[src/rtl/pic_cfg.svh]
// Offsets, field positions, reset values and fixed codes of the interrupt arbiter
`ifndef PIC_CFG_SVH
`define PIC_CFG_SVH

// Register indices; byte address is four times the index
`define PIC_IDX_PRIO_A 32'h05ff_ff84
`define PIC_IDX_PRIO_B 32'h05ff_ff86
`define PIC_IDX_PRIO_C 32'h05ff_ff88
`define PIC_IDX_PRIO_D 32'h05ff_ff8a
`define PIC_IDX_PRIO_E 32'h05ff_ff8c
`define PIC_IDX_CTRL 32'h05ff_ff8e

// Reset values
`define PIC_PRIO_RESET 16'h0000
`define PIC_CTRL_RESET 9'h000

// Writable bits
`define PIC_PRIO_WMASK 16'hffff
`define PIC_PRIO_E_WMASK 16'hfff0

// Control register fields
`define PIC_CTRL_PIN_LVL_BIT 15
`define PIC_CTRL_EDGE_SEL_BIT 8

// Fixed levels and vectors
`define PIC_LVL_NMI 5'h10
`define PIC_LVL_BREAK 5'h0f
`define PIC_MASK_AFTER_NMI 4'hf
`define PIC_VEC_NMI 8'h0b
`define PIC_VEC_BREAK 8'h0c
`define PIC_VEC_PIN0 8'h40
`define PIC_VEC_ONCHIP0 8'h48

// Reserved on-chip slots, bit n is vector 72+n
`define PIC_ONCHIP_RSVD 44'hcc0_0888_88aa

// Bus responses
`define PIC_RESP_OKAY 2'h0
`define PIC_RESP_SLVERR 2'h2

`endif

[src/rtl/pic_pkg.sv]
// Types shared by the interrupt arbiter
package pic_pkg;

    typedef logic [4:0] pic_level_type;

    typedef struct packed {
        logic valid;
        logic [4:0] level;
        logic [3:0] new_mask;
        logic [7:0] vector;
    } pic_cpu_req_type;

endpackage

[src/rtl/pic_arbiter.sv]
// Prioritizing interrupt arbiter with AXI4-Lite registers
// Contract
// - Levels 0..16 rank requests, 16 highest; maskable level 0 never forwarded.
// - Nonmaskable request is level 16, beats all, ignores cpu mask.
// - Nonmaskable input is edge sensed; edge select bit picks the edge.
// - Accepting the nonmaskable request sets new mask level 15.
// - User break request ranks fixed level 15; mask becomes 15.
// - Each external pin independently uses low level or falling edge.
// - Each external pin has a 4-bit level from the first two registers.
// - Accepted pin or on-chip request loads its programmed level as mask.
// - Eleven on-chip groups of four slots accepted, every source with its own vector.
// - Each on-chip group has one 4-bit level in registers three to five.
// - Sources sharing a field follow a fixed within-module order.
// - Reset sets every pin and module level to 0.
// - Equal levels resolve by default order, lowest vector first.
// - Vectors: 11 nonmaskable, 12 break, 64..71 pins, 72..115 on-chip.
// - Vector times four selects the table entry the cpu reads.
// - Fields sit at bits 15-12, 11-8, 7-4, 3-0 in source order.
// - Request indication pin tells outside logic a source has occurred.
// - Read-only status bit shows the current nonmaskable pin level.
// - Control register reads 0x8000 at reset with pin high, else 0x0000.
// - Decoder compares only index bits 27..24 and 8..0.
// - Forward only when level is strictly above the cpu mask level.
// - Indication pin is released on acceptance, or stays low for higher; the code releases it for a cycle on every acceptance.
// - Edge request latched once until accepted; level request only while low.
// - Edge select 1 rising, 0 falling; sense bit 1 falling, 0 low.
//
// The AXI4-Lite interface to the registers is this design's own decision.
`timescale 1ns/1ns
`default_nettype none
`include "pic_cfg.svh"

module pic_arbiter #(
    parameter int NUM_PINS = 8,
    parameter int NUM_ONCHIP = 44
) (
    // Clock and reset
    input wire logic aclk,
    input wire logic aresetn,
    // AXI4-Lite write address
    input wire logic [31:0] s_axi_awaddr,
    input wire logic s_axi_awvalid,
    output logic s_axi_awready,
    // AXI4-Lite write data
    input wire logic [31:0] s_axi_wdata,
    input wire logic [3:0] s_axi_wstrb,
    input wire logic s_axi_wvalid,
    output logic s_axi_wready,
    // AXI4-Lite write response
    output logic [1:0] s_axi_bresp,
    output logic s_axi_bvalid,
    input wire logic s_axi_bready,
    // AXI4-Lite read address
    input wire logic [31:0] s_axi_araddr,
    input wire logic s_axi_arvalid,
    output logic s_axi_arready,
    // AXI4-Lite read data
    output logic [31:0] s_axi_rdata,
    output logic [1:0] s_axi_rresp,
    output logic s_axi_rvalid,
    input wire logic s_axi_rready,
    // Request sources
    input wire logic nmi_pin,
    input wire logic [NUM_PINS-1:0] external_request_pins_n,
    input wire logic break_unit_req,
    input wire logic [NUM_ONCHIP-1:0] onchip_req,
    // CPU side
    input wire logic [3:0] cpu_mask_level,
    input wire logic cpu_ack,
    output pic_pkg::pic_cpu_req_type cpu_req,
    // Pin to outside logic
    output logic request_indication_out_n
);

    localparam int NUM_SRC = NUM_PINS + NUM_ONCHIP;

    // Field level: register fidx/4, position fidx%4 from the top nibble
    function automatic logic [3:0] field_of(input logic [4:0][15:0] regs,
                                            input logic [4:0] fidx);
        logic [1:0] pos;
        pos = 2'd3 - fidx[1:0];
        return regs[fidx[4:2]][{pos, 2'b00} +: 4];
    endfunction

    // Level of source i, pins first then on-chip slots by group of four
    function automatic pic_pkg::pic_level_type level_of(input logic [4:0][15:0] regs,
                                                        input int i);
        logic [4:0] fidx;
        fidx = (i < NUM_PINS) ? 5'(i) : 5'(NUM_PINS + ((i - NUM_PINS) >> 2));
        return {1'b0, field_of(regs, fidx)};
    endfunction

    function automatic logic [2:0] decode(input logic [31:0] addr);
        logic [31:0] idx;
        idx = {2'b00, addr[31:2]};
        decode = 3'd7;
        if (idx[27:24] == 4'(`PIC_IDX_PRIO_A >> 24)) begin
            case (idx[8:0])
                9'(`PIC_IDX_PRIO_A): decode = 3'd0;
                9'(`PIC_IDX_PRIO_B): decode = 3'd1;
                9'(`PIC_IDX_PRIO_C): decode = 3'd2;
                9'(`PIC_IDX_PRIO_D): decode = 3'd3;
                9'(`PIC_IDX_PRIO_E): decode = 3'd4;
                9'(`PIC_IDX_CTRL): decode = 3'd5;
                default: decode = 3'd7;
            endcase
        end
    endfunction

    // Byte-lane merge of a 16-bit register
    function automatic logic [15:0] merge(input logic [15:0] old, input logic [31:0] data,
                                          input logic [3:0] strb, input logic [15:0] wmask);
        logic [15:0] nv;
        nv = old;
        if (strb[0]) begin
            nv[7:0] = data[7:0];
        end
        if (strb[1]) begin
            nv[15:8] = data[15:8];
        end
        return nv & wmask;
    endfunction

    // Input synchronisers
    logic nmi_s1_q, nmi_s2_q, nmi_prev_q;
    logic [NUM_PINS-1:0] pin_s1_q, pin_s2_q, pin_prev_q;

    always_ff @(posedge aclk) begin
        // Run through reset: status bit follows pin, no false edge on release
        nmi_s1_q <= nmi_pin;
        nmi_s2_q <= nmi_s1_q;
        nmi_prev_q <= nmi_s2_q;
        if (!aresetn) begin
            pin_s1_q <= '1;
            pin_s2_q <= '1;
            pin_prev_q <= '1;
        end else begin
            pin_s1_q <= external_request_pins_n;
            pin_s2_q <= pin_s1_q;
            pin_prev_q <= pin_s2_q;
        end
    end

    // Registers
    logic [4:0][15:0] prio_q;
    logic nmi_edge_sel_q;
    logic [NUM_PINS-1:0] sense_q;
    logic nmi_latch_q;
    logic [NUM_PINS-1:0] pin_latch_q;
    pic_pkg::pic_cpu_req_type req_q;
    logic ind_n_q;

    // AXI state
    logic aw_got_q, w_got_q, bvalid_q, rvalid_q;
    logic [31:0] awaddr_q, wdata_q, rdata_q;
    logic [3:0] wstrb_q;
    logic [1:0] bresp_q, rresp_q;

    wire aw_hs = s_axi_awvalid & s_axi_awready;
    wire w_hs = s_axi_wvalid & s_axi_wready;
    wire ar_hs = s_axi_arvalid & s_axi_arready;
    wire do_write = aw_got_q & w_got_q;
    wire [2:0] wr_sel = decode(awaddr_q);
    wire [2:0] rd_sel = decode(s_axi_araddr);
    // lowest field of the last register is reserved
    wire [15:0] wr_mask = (wr_sel == 3'd4) ? `PIC_PRIO_E_WMASK : `PIC_PRIO_WMASK;
    // live pin level in bit 15, reset value follows it
    wire [15:0] ctrl_view = {nmi_s2_q, 6'b00_0000, nmi_edge_sel_q, sense_q};
    wire [15:0] rd_word = (rd_sel == 3'd5) ? ctrl_view :
                          (rd_sel < 3'd5) ? prio_q[rd_sel] : 16'h0000;

    assign s_axi_awready = ~aw_got_q & ~bvalid_q;
    assign s_axi_wready = ~w_got_q & ~bvalid_q;
    assign s_axi_arready = ~rvalid_q;
    assign s_axi_bvalid = bvalid_q;
    assign s_axi_bresp = bresp_q;
    assign s_axi_rvalid = rvalid_q;
    assign s_axi_rdata = rdata_q;
    assign s_axi_rresp = rresp_q;

    always_ff @(posedge aclk) begin
        if (!aresetn) begin
            aw_got_q <= 1'b0;
            w_got_q <= 1'b0;
            awaddr_q <= 32'h0000_0000;
            wdata_q <= 32'h0000_0000;
            wstrb_q <= 4'h0;
        end else begin
            if (aw_hs) begin
                aw_got_q <= 1'b1;
                awaddr_q <= s_axi_awaddr;
            end else if (do_write) begin
                aw_got_q <= 1'b0;
            end
            if (w_hs) begin
                w_got_q <= 1'b1;
                wdata_q <= s_axi_wdata;
                wstrb_q <= s_axi_wstrb;
            end else if (do_write) begin
                w_got_q <= 1'b0;
            end
        end
    end

    always_ff @(posedge aclk) begin
        if (!aresetn) begin
            bvalid_q <= 1'b0;
            bresp_q <= `PIC_RESP_OKAY;
        end else if (do_write) begin
            bvalid_q <= 1'b1;
            bresp_q <= (wr_sel == 3'd7) ? `PIC_RESP_SLVERR : `PIC_RESP_OKAY;
        end else if (s_axi_bready) begin
            bvalid_q <= 1'b0;
        end
    end

    always_ff @(posedge aclk) begin
        if (!aresetn) begin
            rvalid_q <= 1'b0;
            rdata_q <= 32'h0000_0000;
            rresp_q <= `PIC_RESP_OKAY;
        end else if (ar_hs) begin
            rvalid_q <= 1'b1;
            rdata_q <= {16'h0000, rd_word};
            rresp_q <= (rd_sel == 3'd7) ? `PIC_RESP_SLVERR : `PIC_RESP_OKAY;
        end else if (s_axi_rready) begin
            rvalid_q <= 1'b0;
        end
    end

    // levels reset to zero; programmable fields
    always_ff @(posedge aclk) begin
        if (!aresetn) begin
            prio_q <= {5{`PIC_PRIO_RESET}};
            nmi_edge_sel_q <= 1'b0;
            sense_q <= '0;
        end else if (do_write && wr_sel < 3'd5) begin
            prio_q[wr_sel] <= merge(prio_q[wr_sel], wdata_q, wstrb_q, wr_mask);
        end else if (do_write && wr_sel == 3'd5) begin
            if (wstrb_q[1]) begin
                nmi_edge_sel_q <= wdata_q[`PIC_CTRL_EDGE_SEL_BIT];
            end
            if (wstrb_q[0]) begin
                sense_q <= wdata_q[NUM_PINS-1:0];
            end
        end
    end

    // Acceptance of the presented request
    wire accepted = cpu_ack & req_q.valid;
    wire [7:0] acc_vec = req_q.vector;

    // edge choice for the nonmaskable input
    wire nmi_edge = nmi_edge_sel_q ? (nmi_s2_q & ~nmi_prev_q) : (~nmi_s2_q & nmi_prev_q);
    wire nmi_clr = accepted & (acc_vec == `PIC_VEC_NMI);

    // Pin edges, sense bit NUM_PINS-1 is the first pin
    logic [NUM_PINS-1:0] pin_sense, pin_fall, pin_clr, pin_pend;
    always_comb begin
        for (int i = 0; i < NUM_PINS; i++) begin
            pin_sense[i] = sense_q[NUM_PINS-1-i];
            pin_fall[i] = pin_prev_q[i] & ~pin_s2_q[i];
            pin_clr[i] = (accepted & (acc_vec == 8'(`PIC_VEC_PIN0 + i))) | ~pin_sense[i];
            // latch in edge mode, live level otherwise
            pin_pend[i] = pin_sense[i] ? pin_latch_q[i] : ~pin_s2_q[i];
        end
    end

    // edge latches, a new edge wins over the clear
    always_ff @(posedge aclk) begin
        if (!aresetn) begin
            nmi_latch_q <= 1'b0;
            pin_latch_q <= '0;
        end else begin
            nmi_latch_q <= nmi_edge | (nmi_latch_q & ~nmi_clr);
            pin_latch_q <= (pin_fall & pin_sense) | (pin_latch_q & ~pin_clr);
        end
    end

    wire [NUM_SRC-1:0] src_req = {onchip_req & ~`PIC_ONCHIP_RSVD, pin_pend};

    // Winner search
    pic_pkg::pic_level_type best_lvl;
    logic [7:0] best_vec;
    logic forward;
    logic [3:0] new_mask;
    always_comb begin
        // break at fixed 15 with the lowest maskable vector
        best_lvl = break_unit_req ? `PIC_LVL_BREAK : 5'h00;
        best_vec = `PIC_VEC_BREAK;
        // strict compare keeps lower vector on ties
        for (int i = 0; i < NUM_SRC; i++) begin
            if (src_req[i] && level_of(prio_q, i) > best_lvl) begin
                best_lvl = level_of(prio_q, i);
                best_vec = (i < NUM_PINS) ? 8'(`PIC_VEC_PIN0 + i)
                                          : 8'(`PIC_VEC_ONCHIP0 + i - NUM_PINS);
            end
        end
        if (nmi_latch_q) begin
            best_lvl = `PIC_LVL_NMI;
            best_vec = `PIC_VEC_NMI;
        end
        forward = nmi_latch_q | ((best_lvl != 5'h00) & (best_lvl > {1'b0, cpu_mask_level}));
        new_mask = nmi_latch_q ? `PIC_MASK_AFTER_NMI : best_lvl[3:0];
    end

    // request, level and vector held together; dropped on acceptance
    always_ff @(posedge aclk) begin
        if (!aresetn) begin
            req_q <= '0;
            ind_n_q <= 1'b1;
        end else begin
            req_q.valid <= forward & ~accepted;
            req_q.level <= best_lvl;
            req_q.new_mask <= new_mask;
            req_q.vector <= best_vec;
            // low while forwarded, released on acceptance
            ind_n_q <= ~(forward & ~accepted);
        end
    end

    assign cpu_req = req_q;
    assign request_indication_out_n = ind_n_q;
endmodule
`default_nettype wire

[config.mk]
export PLATFORM = sky130hd
export DESIGN_NAME = pic_arbiter
export DESIGN_NICKNAME = d
export VERILOG_FILES = /design/src/rtl/pic_pkg.sv /design/src/rtl/pic_arbiter.sv
export VERILOG_INCLUDE_DIRS = /design/src /design/src/rtl
export SDC_FILE = /design/constraint.sdc
export NUM_CORES = 1
export LEC_CHECK = 0
export ABC_AREA = 1
export BUFFER_PORTS_ARGS = -buffer_cell sky130_fd_sc_hd__clkbuf_2
export CAP_MARGIN = 20
export CORE_ASPECT_RATIO = 1.5
export CORE_MARGIN = 2
export CORE_UTILIZATION = 30
export DETAILED_ROUTE_END_ITERATION = 10
export GPL_TIMING_DRIVEN = 0
export PLACE_DENSITY = 0.46
export SYNTH_ARGS = -nofsm -noshare
export SYNTH_HDL_FRONTEND = slang
export SYNTH_SLANG_ARGS = --single-unit
[constraint.sdc]
create_clock -name aclk -period 57.6 [get_ports aclk]
set_input_delay 2.88 -clock aclk [delete_from_list [all_inputs] [get_ports aclk]]
set_output_delay 2.88 -clock aclk [all_outputs]
set_load 0.02 [all_outputs]
==> results by group, run 1 <==
Setup path
  • Setup slack of the worst register-to-register path: approximately 11 ns
  • Kind of start point of the critical path: primary input
  • Endpoint kind of the worst setup timing path: flip-flop
  • Maximum net fanout on the critical path: 10
  • Count of buffering cells on the critical path with inverters included: 42
  • Data required time at the worst endpoint: between 50 and 60 ns
  • Worst stage delay on the critical path: about 0.57 ns
  • Cell class contributing the biggest share of worst-path delay: compound AO/OA/AOI/OAI gates
  • Data arrival time of the critical path: between 40 and 50 ns
  • Crit path kind: in -> reg
  • Cell with the biggest individual delay on the critical path: o221ai_1

Detailed routing
  • Total via count after detailed routing: between 15000 and 20000
  • Initial detailed-routing violation count: approximately 850
  • Via density per instance: approximately 5
  • Detailed-routing iteration count for the pre-antenna-repair pass: 5
  • Overall routed net length: between 50000 and 60000 um
  • Average routed wire per standard cell: ~20 um
  • Post-DRT Antenna Nets: 0
  • Count of unresolved DRC violations after routing: 0

GRT
  • Global-route wire length before repair: 88800 um
  • Remaining global-route overflow: 0
  • GRT Max-Usage Layer: met2
  • Grt met1 use: 0.273
  • Initial antenna violation count: 0
  • Maximum number of pins on one net before global-route repair: 20
  • Met3 track demand over resource: 0.0207
  • Met2 track demand over resource: 0.444
  • Gr usage total: 0.237
  • Vias in the first global route: around 15000

Clock network
  • Number of resized instances in the post-cts repair step: 0
  • Number of setup buffers added after CTS: 0
  • TritonCTS sink count: between 150 and 200
  • Clock network latency to the later pin of the worst-skew pair: between 0.4 and 0.5 ns
  • TritonCTS clock tree: built
  • Maximum clock insertion buffer count: 2
  • Hold buffer count at cts: 0
  • Max H-tree Level: 4
  • Post-CTS clock slew at the launch and capture registers of the worst setup and hold paths: 0.07 ns
  • CTS buffer count: 17
  • Clock Tree Root: clkbuf_16

Timing
  • Hold Violations, Final: 0
  • Time the worst path needs with I/O delays and setup: 48.31 ns
  • Final count of negative-setup-slack endpoints: 0
  • Period utilization: 0.839
  • RSZ-0062 raised after global routing: false
  • Peak Freq: 20.7 MHz
  • Slew of the pin with the lowest slew margin: ~1.2 ns
  • Final setup slack of the worst path: between 9 and 10 ns
  • Setup Total Neg Slack: 0 ns
  • Max-slew violation total from the final report: 0
  • Max_slew headroom: 0.216
  • Post-Route Skew: between 0.01 and 0.015 ns
  • WHS: 0.332 ns

Floorplan
  • Area of the die: ~51000 um2
  • Initial standard-cell utilization of the core: 0.302
  • Die height: approximately 270 um
  • Num rows: 99
  • Die boundary width: about 180 um
  • Area of the core: roughly 48000 um2
  • IO Pins: about 230

Synth
  • Area of the mapped netlist: roughly 15000 um2
  • Largest cells by area after synthesis: dfxtp_1, ha_1, nand2_1, o21ai_0, a21oi_1
  • Flop and latch count out of synthesis: approximately 200
  • Yosys top cell by area: dfxtp_1
  • Area share of xor/xnor cells in the synthesized design: 0
  • Avg Cell Area, Syn: between 6 and 7 um2
  • Post-synth top flop: dfxtp_1
  • Post-Synthesis Cells: ~2100
  • Post-synthesis share of cell area spent on full adders, half adders and majority gates: 0.111
  • Yosys synthesis warning count: 0
  • Number of synthesized flops with an enable pin: 0
  • Simple-gate portion of the synthesized area: 0.273
  • Part of the Yosys area used for sequential elements: 0.268
  • Multiplexer share of the synthesized area: 0
  • Distinct cell type count after synthesis: 61
  • Proportion of register bits with asynchronous set or reset after synthesis: 0
  • Combinational family with the most area after synthesis: simple AND/OR/NAND/NOR gates
  • Compound-Gate Fraction of Synth Area: 0.240
  • Synth top area share: 0.268

Job
  • Count of max-cap constraint violations: 0

Placement
  • Pre-CTS setup slack: around 8.7 ns
  • Detail Placement HPWL: ~50000 um
  • Placed Instances: slightly below 3000
  • Buffers on Ports: ~140
  • Last weighted congestion value of the routability-driven placer: between 0.9 and 1

Run status
  • Outcome: complete, no violations

Layout
  • Nets@finish: about 2600
  • Most common library cell in the layout ignoring fill and taps: nand2_1
  • Total of fill cells in the finished design: around 5300
  • Most frequent cells in the layout: nand2_1, o21ai_0, inv_1, dfxtp_1, a21oi_1
  • Number of non-filler instances in the completed layout: around 3000
  • Layout Area Growth over Synthesis: 15.8%
  • Ratio of cells with drive above 1 in the final layout: 0.163

Min path
  • Hold crit path type: reg -> reg
==> final timing paths <==
| path | endpoint | cells after the start | startpoint |
|---|---|---|---|
| max | cpu_req[17]$_SDFF_PN0_ | 281 | break_unit_req |
| min | nmi_s2_q$_DFF_P_ | 0 | nmi_s1_q$_DFF_P_ |
| max reg2reg | cpu_req[17]$_SDFF_PN0_ | 279 | prio_q[14]$_SDFFE_PN0P_ |
| min reg2reg | nmi_s2_q$_DFF_P_ | 0 | nmi_s1_q$_DFF_P_ |
==> Yosys cell counts (all sizes together), types with 14 or more instances <==
cell and count:
a21oi 196, a221oi 14, o211ai 46, buf 33, o22ai 15, nand2 472
dfxtp 196, nor2 121, nor3 17, inv 266, clkbuf 58, o221ai 19
or2 25, o21ai 288, nand4 32, ha 130, nand3 141
==> kinds of logic (layout without fill, tap and decap cells) <==
group	after synthesis	in the layout
flip-flops	196	196
AO/OA/AOI/OAI	618	618
other	1	20
AND/OR/NAND/NOR	833	833
adder cells (fa/ha/maj)	130	130
buffers and inverters	369	550
==> registers in the layout, summed over array words and instances (netlist names) <==
name	cells
pin_s1_q	8
w_got_q	1
nmi_s2_q	1
s_axi_bresp	1
wdata_q	16
s_axi_bvalid	1
wstrb_q	2
sense_q	8
s_axi_rvalid	1
cpu_req	10
s_axi_rdata	16
prio_q	80
nmi_edge_sel_q	1
awaddr_q	13
nmi_prev_q	1
acc_vec	7
pin_latch_q	8
pin_prev_q	8
request_indication_out_n	1
nmi_s1_q	1
aw_got_q	1
nmi_latch_q	1
pin_s2_q	8
s_axi_rresp	1
==> metrics by stage <==
stage	util	instance area [um2]
after CTS	0.349	16900
after floorplan	-	14700
after detailed placement	0.336	16300
after global placement	0.334	16200
after global routing	0.350	16900
final	0.350	16900
==> metal layers <==
metal / share of wire / up-vias
li1: - / 7668
met1: 0.41 / 7039
met2: 0.52 / 366
met3: 0.033 / 82
met4: 0.039 / 0
met5: 0 / -
==> worst register-to-register path, delay by kind of cell (launching register included) <==
kind / cells / cell delay, ns
buffers and inverters: 40 / 5.08
and+or+nand+nor: 120 / 13.59
DFF: 1 / 0.53
AOI/OAI and AO/OA: 79 / 14.37
adders and majority gates: 40 / 12.55
==> layout make-up <==
class / count / area [um2] / share of cell area
Multi-Input combinational cell: 1600 / 9200 / 0.543
Tap cell: 656 / 821 / 0.0485
Clock buffer: 17 / 425 / 0.0251
Sequential cell: 196 / 3920 / 0.232
Inverter: 277 / 1060 / 0.0629
Clock inverter: 14 / 219 / 0.0129
Antenna cell: 1 / 2.50 / 0.000148
Buffer: 92 / 502 / 0.0296
Timing Repair Buffer: 150 / 781 / 0.0461
Power of run 1 is not shown: default switching activity piles up to over one toggle a cycle in this logic, so the estimate is an artifact.
==> run 2, diff against run 1 <==
- PLACE_DENSITY: 0.46 -> 0.47
- clock period: 57.6 -> 39.5 ns (I/O delays scaled with it)
==> results by group, run 2 (same netlist as run 1, synthesis figures left out) <==
Run status
  • Outcome: finished, violations left (was complete, no violations)
  • Violations in the final reports: setup timing

Timing
  • Time the worst path needs with I/O delays and setup: roughly 40 ns
  • RSZ-0062 raised after global routing: true (was false)
  • Final count of negative-setup-slack endpoints: 2 (was 0)
  • Max-slew violation total from the final report: 0 (unchanged)
  • Post-Route Skew: 0.0203 ns (was 0.0119 ns)
  • Period utilization: 1.00
  • WHS: 0.330 ns (was 0.332 ns)
  • Peak Freq: roughly 25 MHz
  • Slew of the pin with the lowest slew margin: 1.08 ns (was 1.17 ns)
  • Final setup slack of the worst path: -0.0270 ns (was 9.29 ns)
  • Hold Violations, Final: 0 (unchanged)
  • Max_slew headroom: 0.276 (was 0.216)

Layout
  • Layout Area Growth over Synthesis: 46.1% (was 15.8%)
  • Number of flip-flops under the largest register name: 80 (unchanged)
  • Number of non-filler instances in the completed layout: 3209 (was 3003)
  • Ratio of cells with drive above 1 in the final layout: 0.379 (was 0.163)
  • Combined flip-flop and latch cell area: 3920 um2 (unchanged)
  • Total of fill cells in the finished design: 4871 (was 5326)
  • Area occupied by multi-input gates: 11900 um2 (was 9200 um2)
  • Nets@finish: 2835 (was 2630)
  • Most frequent cells in the layout: nand2_1, buf_4, inv_1, dfxtp_1, o21ai_0 (was nand2_1, o21ai_0, inv_1, dfxtp_1, a21oi_1)
  • Largest register by flop count: prio_q (unchanged)
  • Most common library cell in the layout ignoring fill and taps: nand2_1 (unchanged)

Clock network
  • TritonCTS sink count: 196 (unchanged)
  • TritonCTS clock tree: built (unchanged)
  • Max H-tree Level: 4 (unchanged)
  • Clock network latency to the later pin of the worst-skew pair: 0.47 ns (about the same)
  • Post-CTS clock slew at the launch and capture registers of the worst setup and hold paths: 0.07 ns (about the same)
  • Maximum clock insertion buffer count: 2 (unchanged)
  • Clock Tree Root: clkbuf_16 (unchanged)
  • Hold buffer count at cts: 0 (unchanged)
  • CTS buffer count: 17 (unchanged)

GRT
  • Remaining global-route overflow: 0 (unchanged)
  • Gr usage total: 0.247 (was 0.237)
  • Initial antenna violation count: 0 (unchanged)
  • Global-route wire length before repair: 94000 um (was 88800 um)
  • Maximum number of pins on one net before global-route repair: 19 (was 20)
  • Vias in the first global route: 16000 (was 14600)

Floorplan
  • Initial standard-cell utilization of the core: 0.302 (unchanged)
  • Die boundary width: 184 um (unchanged)
  • Area of the die: 50600 um2 (unchanged)
  • Num rows: 99 (unchanged)
  • IO Pins: 226 (unchanged)
  • Area of the core: 48400 um2 (unchanged)
  • Die height: 274 um (unchanged)

Placement
  • Placed Instances: 2967 (was 2969)
  • Last weighted congestion value of the routability-driven placer: 0.993 (was 0.980)
  • Pre-CTS setup slack: -6.49 ns (was 8.66 ns)
  • Detail Placement HPWL: 49100 um (was 50000 um)
  • Buffers on Ports: 137 (unchanged)

Setup path
  • Crit path kind: in -> reg (unchanged)
  • Kind of start point of the critical path: primary input (unchanged)
  • Maximum net fanout on the critical path: 8 (was 10)
  • Endpoint kind of the worst setup timing path: flip-flop (unchanged)
  • Worst stage delay on the critical path: 0.36 ns (was 0.57 ns)
  • Data arrival time of the critical path: 39.86 ns (was 48.68 ns)
  • Data required time at the worst endpoint: 39.84 ns (was 57.97 ns)
  • Setup slack of the worst register-to-register path: 1.02 ns (was 11.39 ns)
  • Cell with the biggest individual delay on the critical path: ha_1 (was o221ai_1)

Detailed routing
  • Detailed-routing iteration count for the pre-antenna-repair pass: 7 (was 5)
  • Average routed wire per standard cell: 20.2 um (was 19.9 um)
  • Total via count after detailed routing: 16700 (was 15200)
  • Count of unresolved DRC violations after routing: 0 (unchanged)
  • Initial detailed-routing violation count: 1005 (was 851)
  • Via density per instance: 5.20 (was 5.05)
  • Post-DRT Antenna Nets: 0 (unchanged)
  • Overall routed net length: 64800 um (was 59900 um)

Min path
  • Hold crit path type: reg -> reg (unchanged)

Job
  • Count of max-cap constraint violations: 0 (unchanged)
run 2: metal layers:
| metal | track usage | wire [um] | up-vias |
|---|---|---|---|
| met4 | 0.116 | 3490 | 0 |
| met5 | 0 | 0 | - |
| met3 | 0.0255 | 2620 | 148 |
| li1 | - | - | 8107 |
| met1 | 0.276 | 24900 | 7917 |
| met2 | 0.465 | 33800 | 516 |
run 2: what timing repair did:
| item | 4_1_cts | 5_1_grt |
|---|---|---|
| resized for setup | 322 | 318 |
| setup endpoints to repair | 17 | 17 |
| buffers inserted | 132 | 73 |
| cloned | 3 | 0 |
| pin swaps | 218 | 286 |
| hold endpoints to repair | 0 | 0 |
run 2: area by class of cell:
type | instances | area share
Tap cell | 656 | 0.0384
Inverter | 277 | 0.0534
Buffer | 92 | 0.0244
Antenna cell | 1 | 0.000117
Multi-Input combinational cell | 1603 | 0.557
Clock buffer | 17 | 0.0199
Clock inverter | 15 | 0.0104
Timing Repair Buffer | 352 | 0.113
Sequential cell | 196 | 0.184
run 2: path summary, 6_finish.rpt:
path | endpoint | from | cells past startpoint
worst max register to register | request_indication_out_n$_SDFF_PN1_ | prio_q[12]$_SDFFE_PN0P_ | 312
worst max-delay path | request_indication_out_n$_SDFF_PN1_ | break_unit_req | 314
worst min register to register | nmi_s2_q$_DFF_P_ | nmi_s1_q$_DFF_P_ | 0
worst min-delay path | nmi_s2_q$_DFF_P_ | nmi_s1_q$_DFF_P_ | 0
run 2: critical path: cells and delay by family:
family                   cells  cell delay (ns)
buffers and inverters       55             4.94
AND/OR/NAND/NOR            157            13.99
AO/OA/AOI/OAI               63             7.43
adder cells (fa/ha/maj)     39            11.36
run 2: stage by stage:
stage | area [um2] | util | setup TNS (ns)
after floorplan | 14800 | - | 0
final | 21400 | 0.441 | -0.0390
after detailed placement | 16300 | 0.337 | -97.46
after global routing | 21400 | 0.441 | -30.54
after CTS | 19300 | 0.399 | 0
after global placement | 16300 | 0.336 | -85.68
Power of run 2 is left out for the same reason.
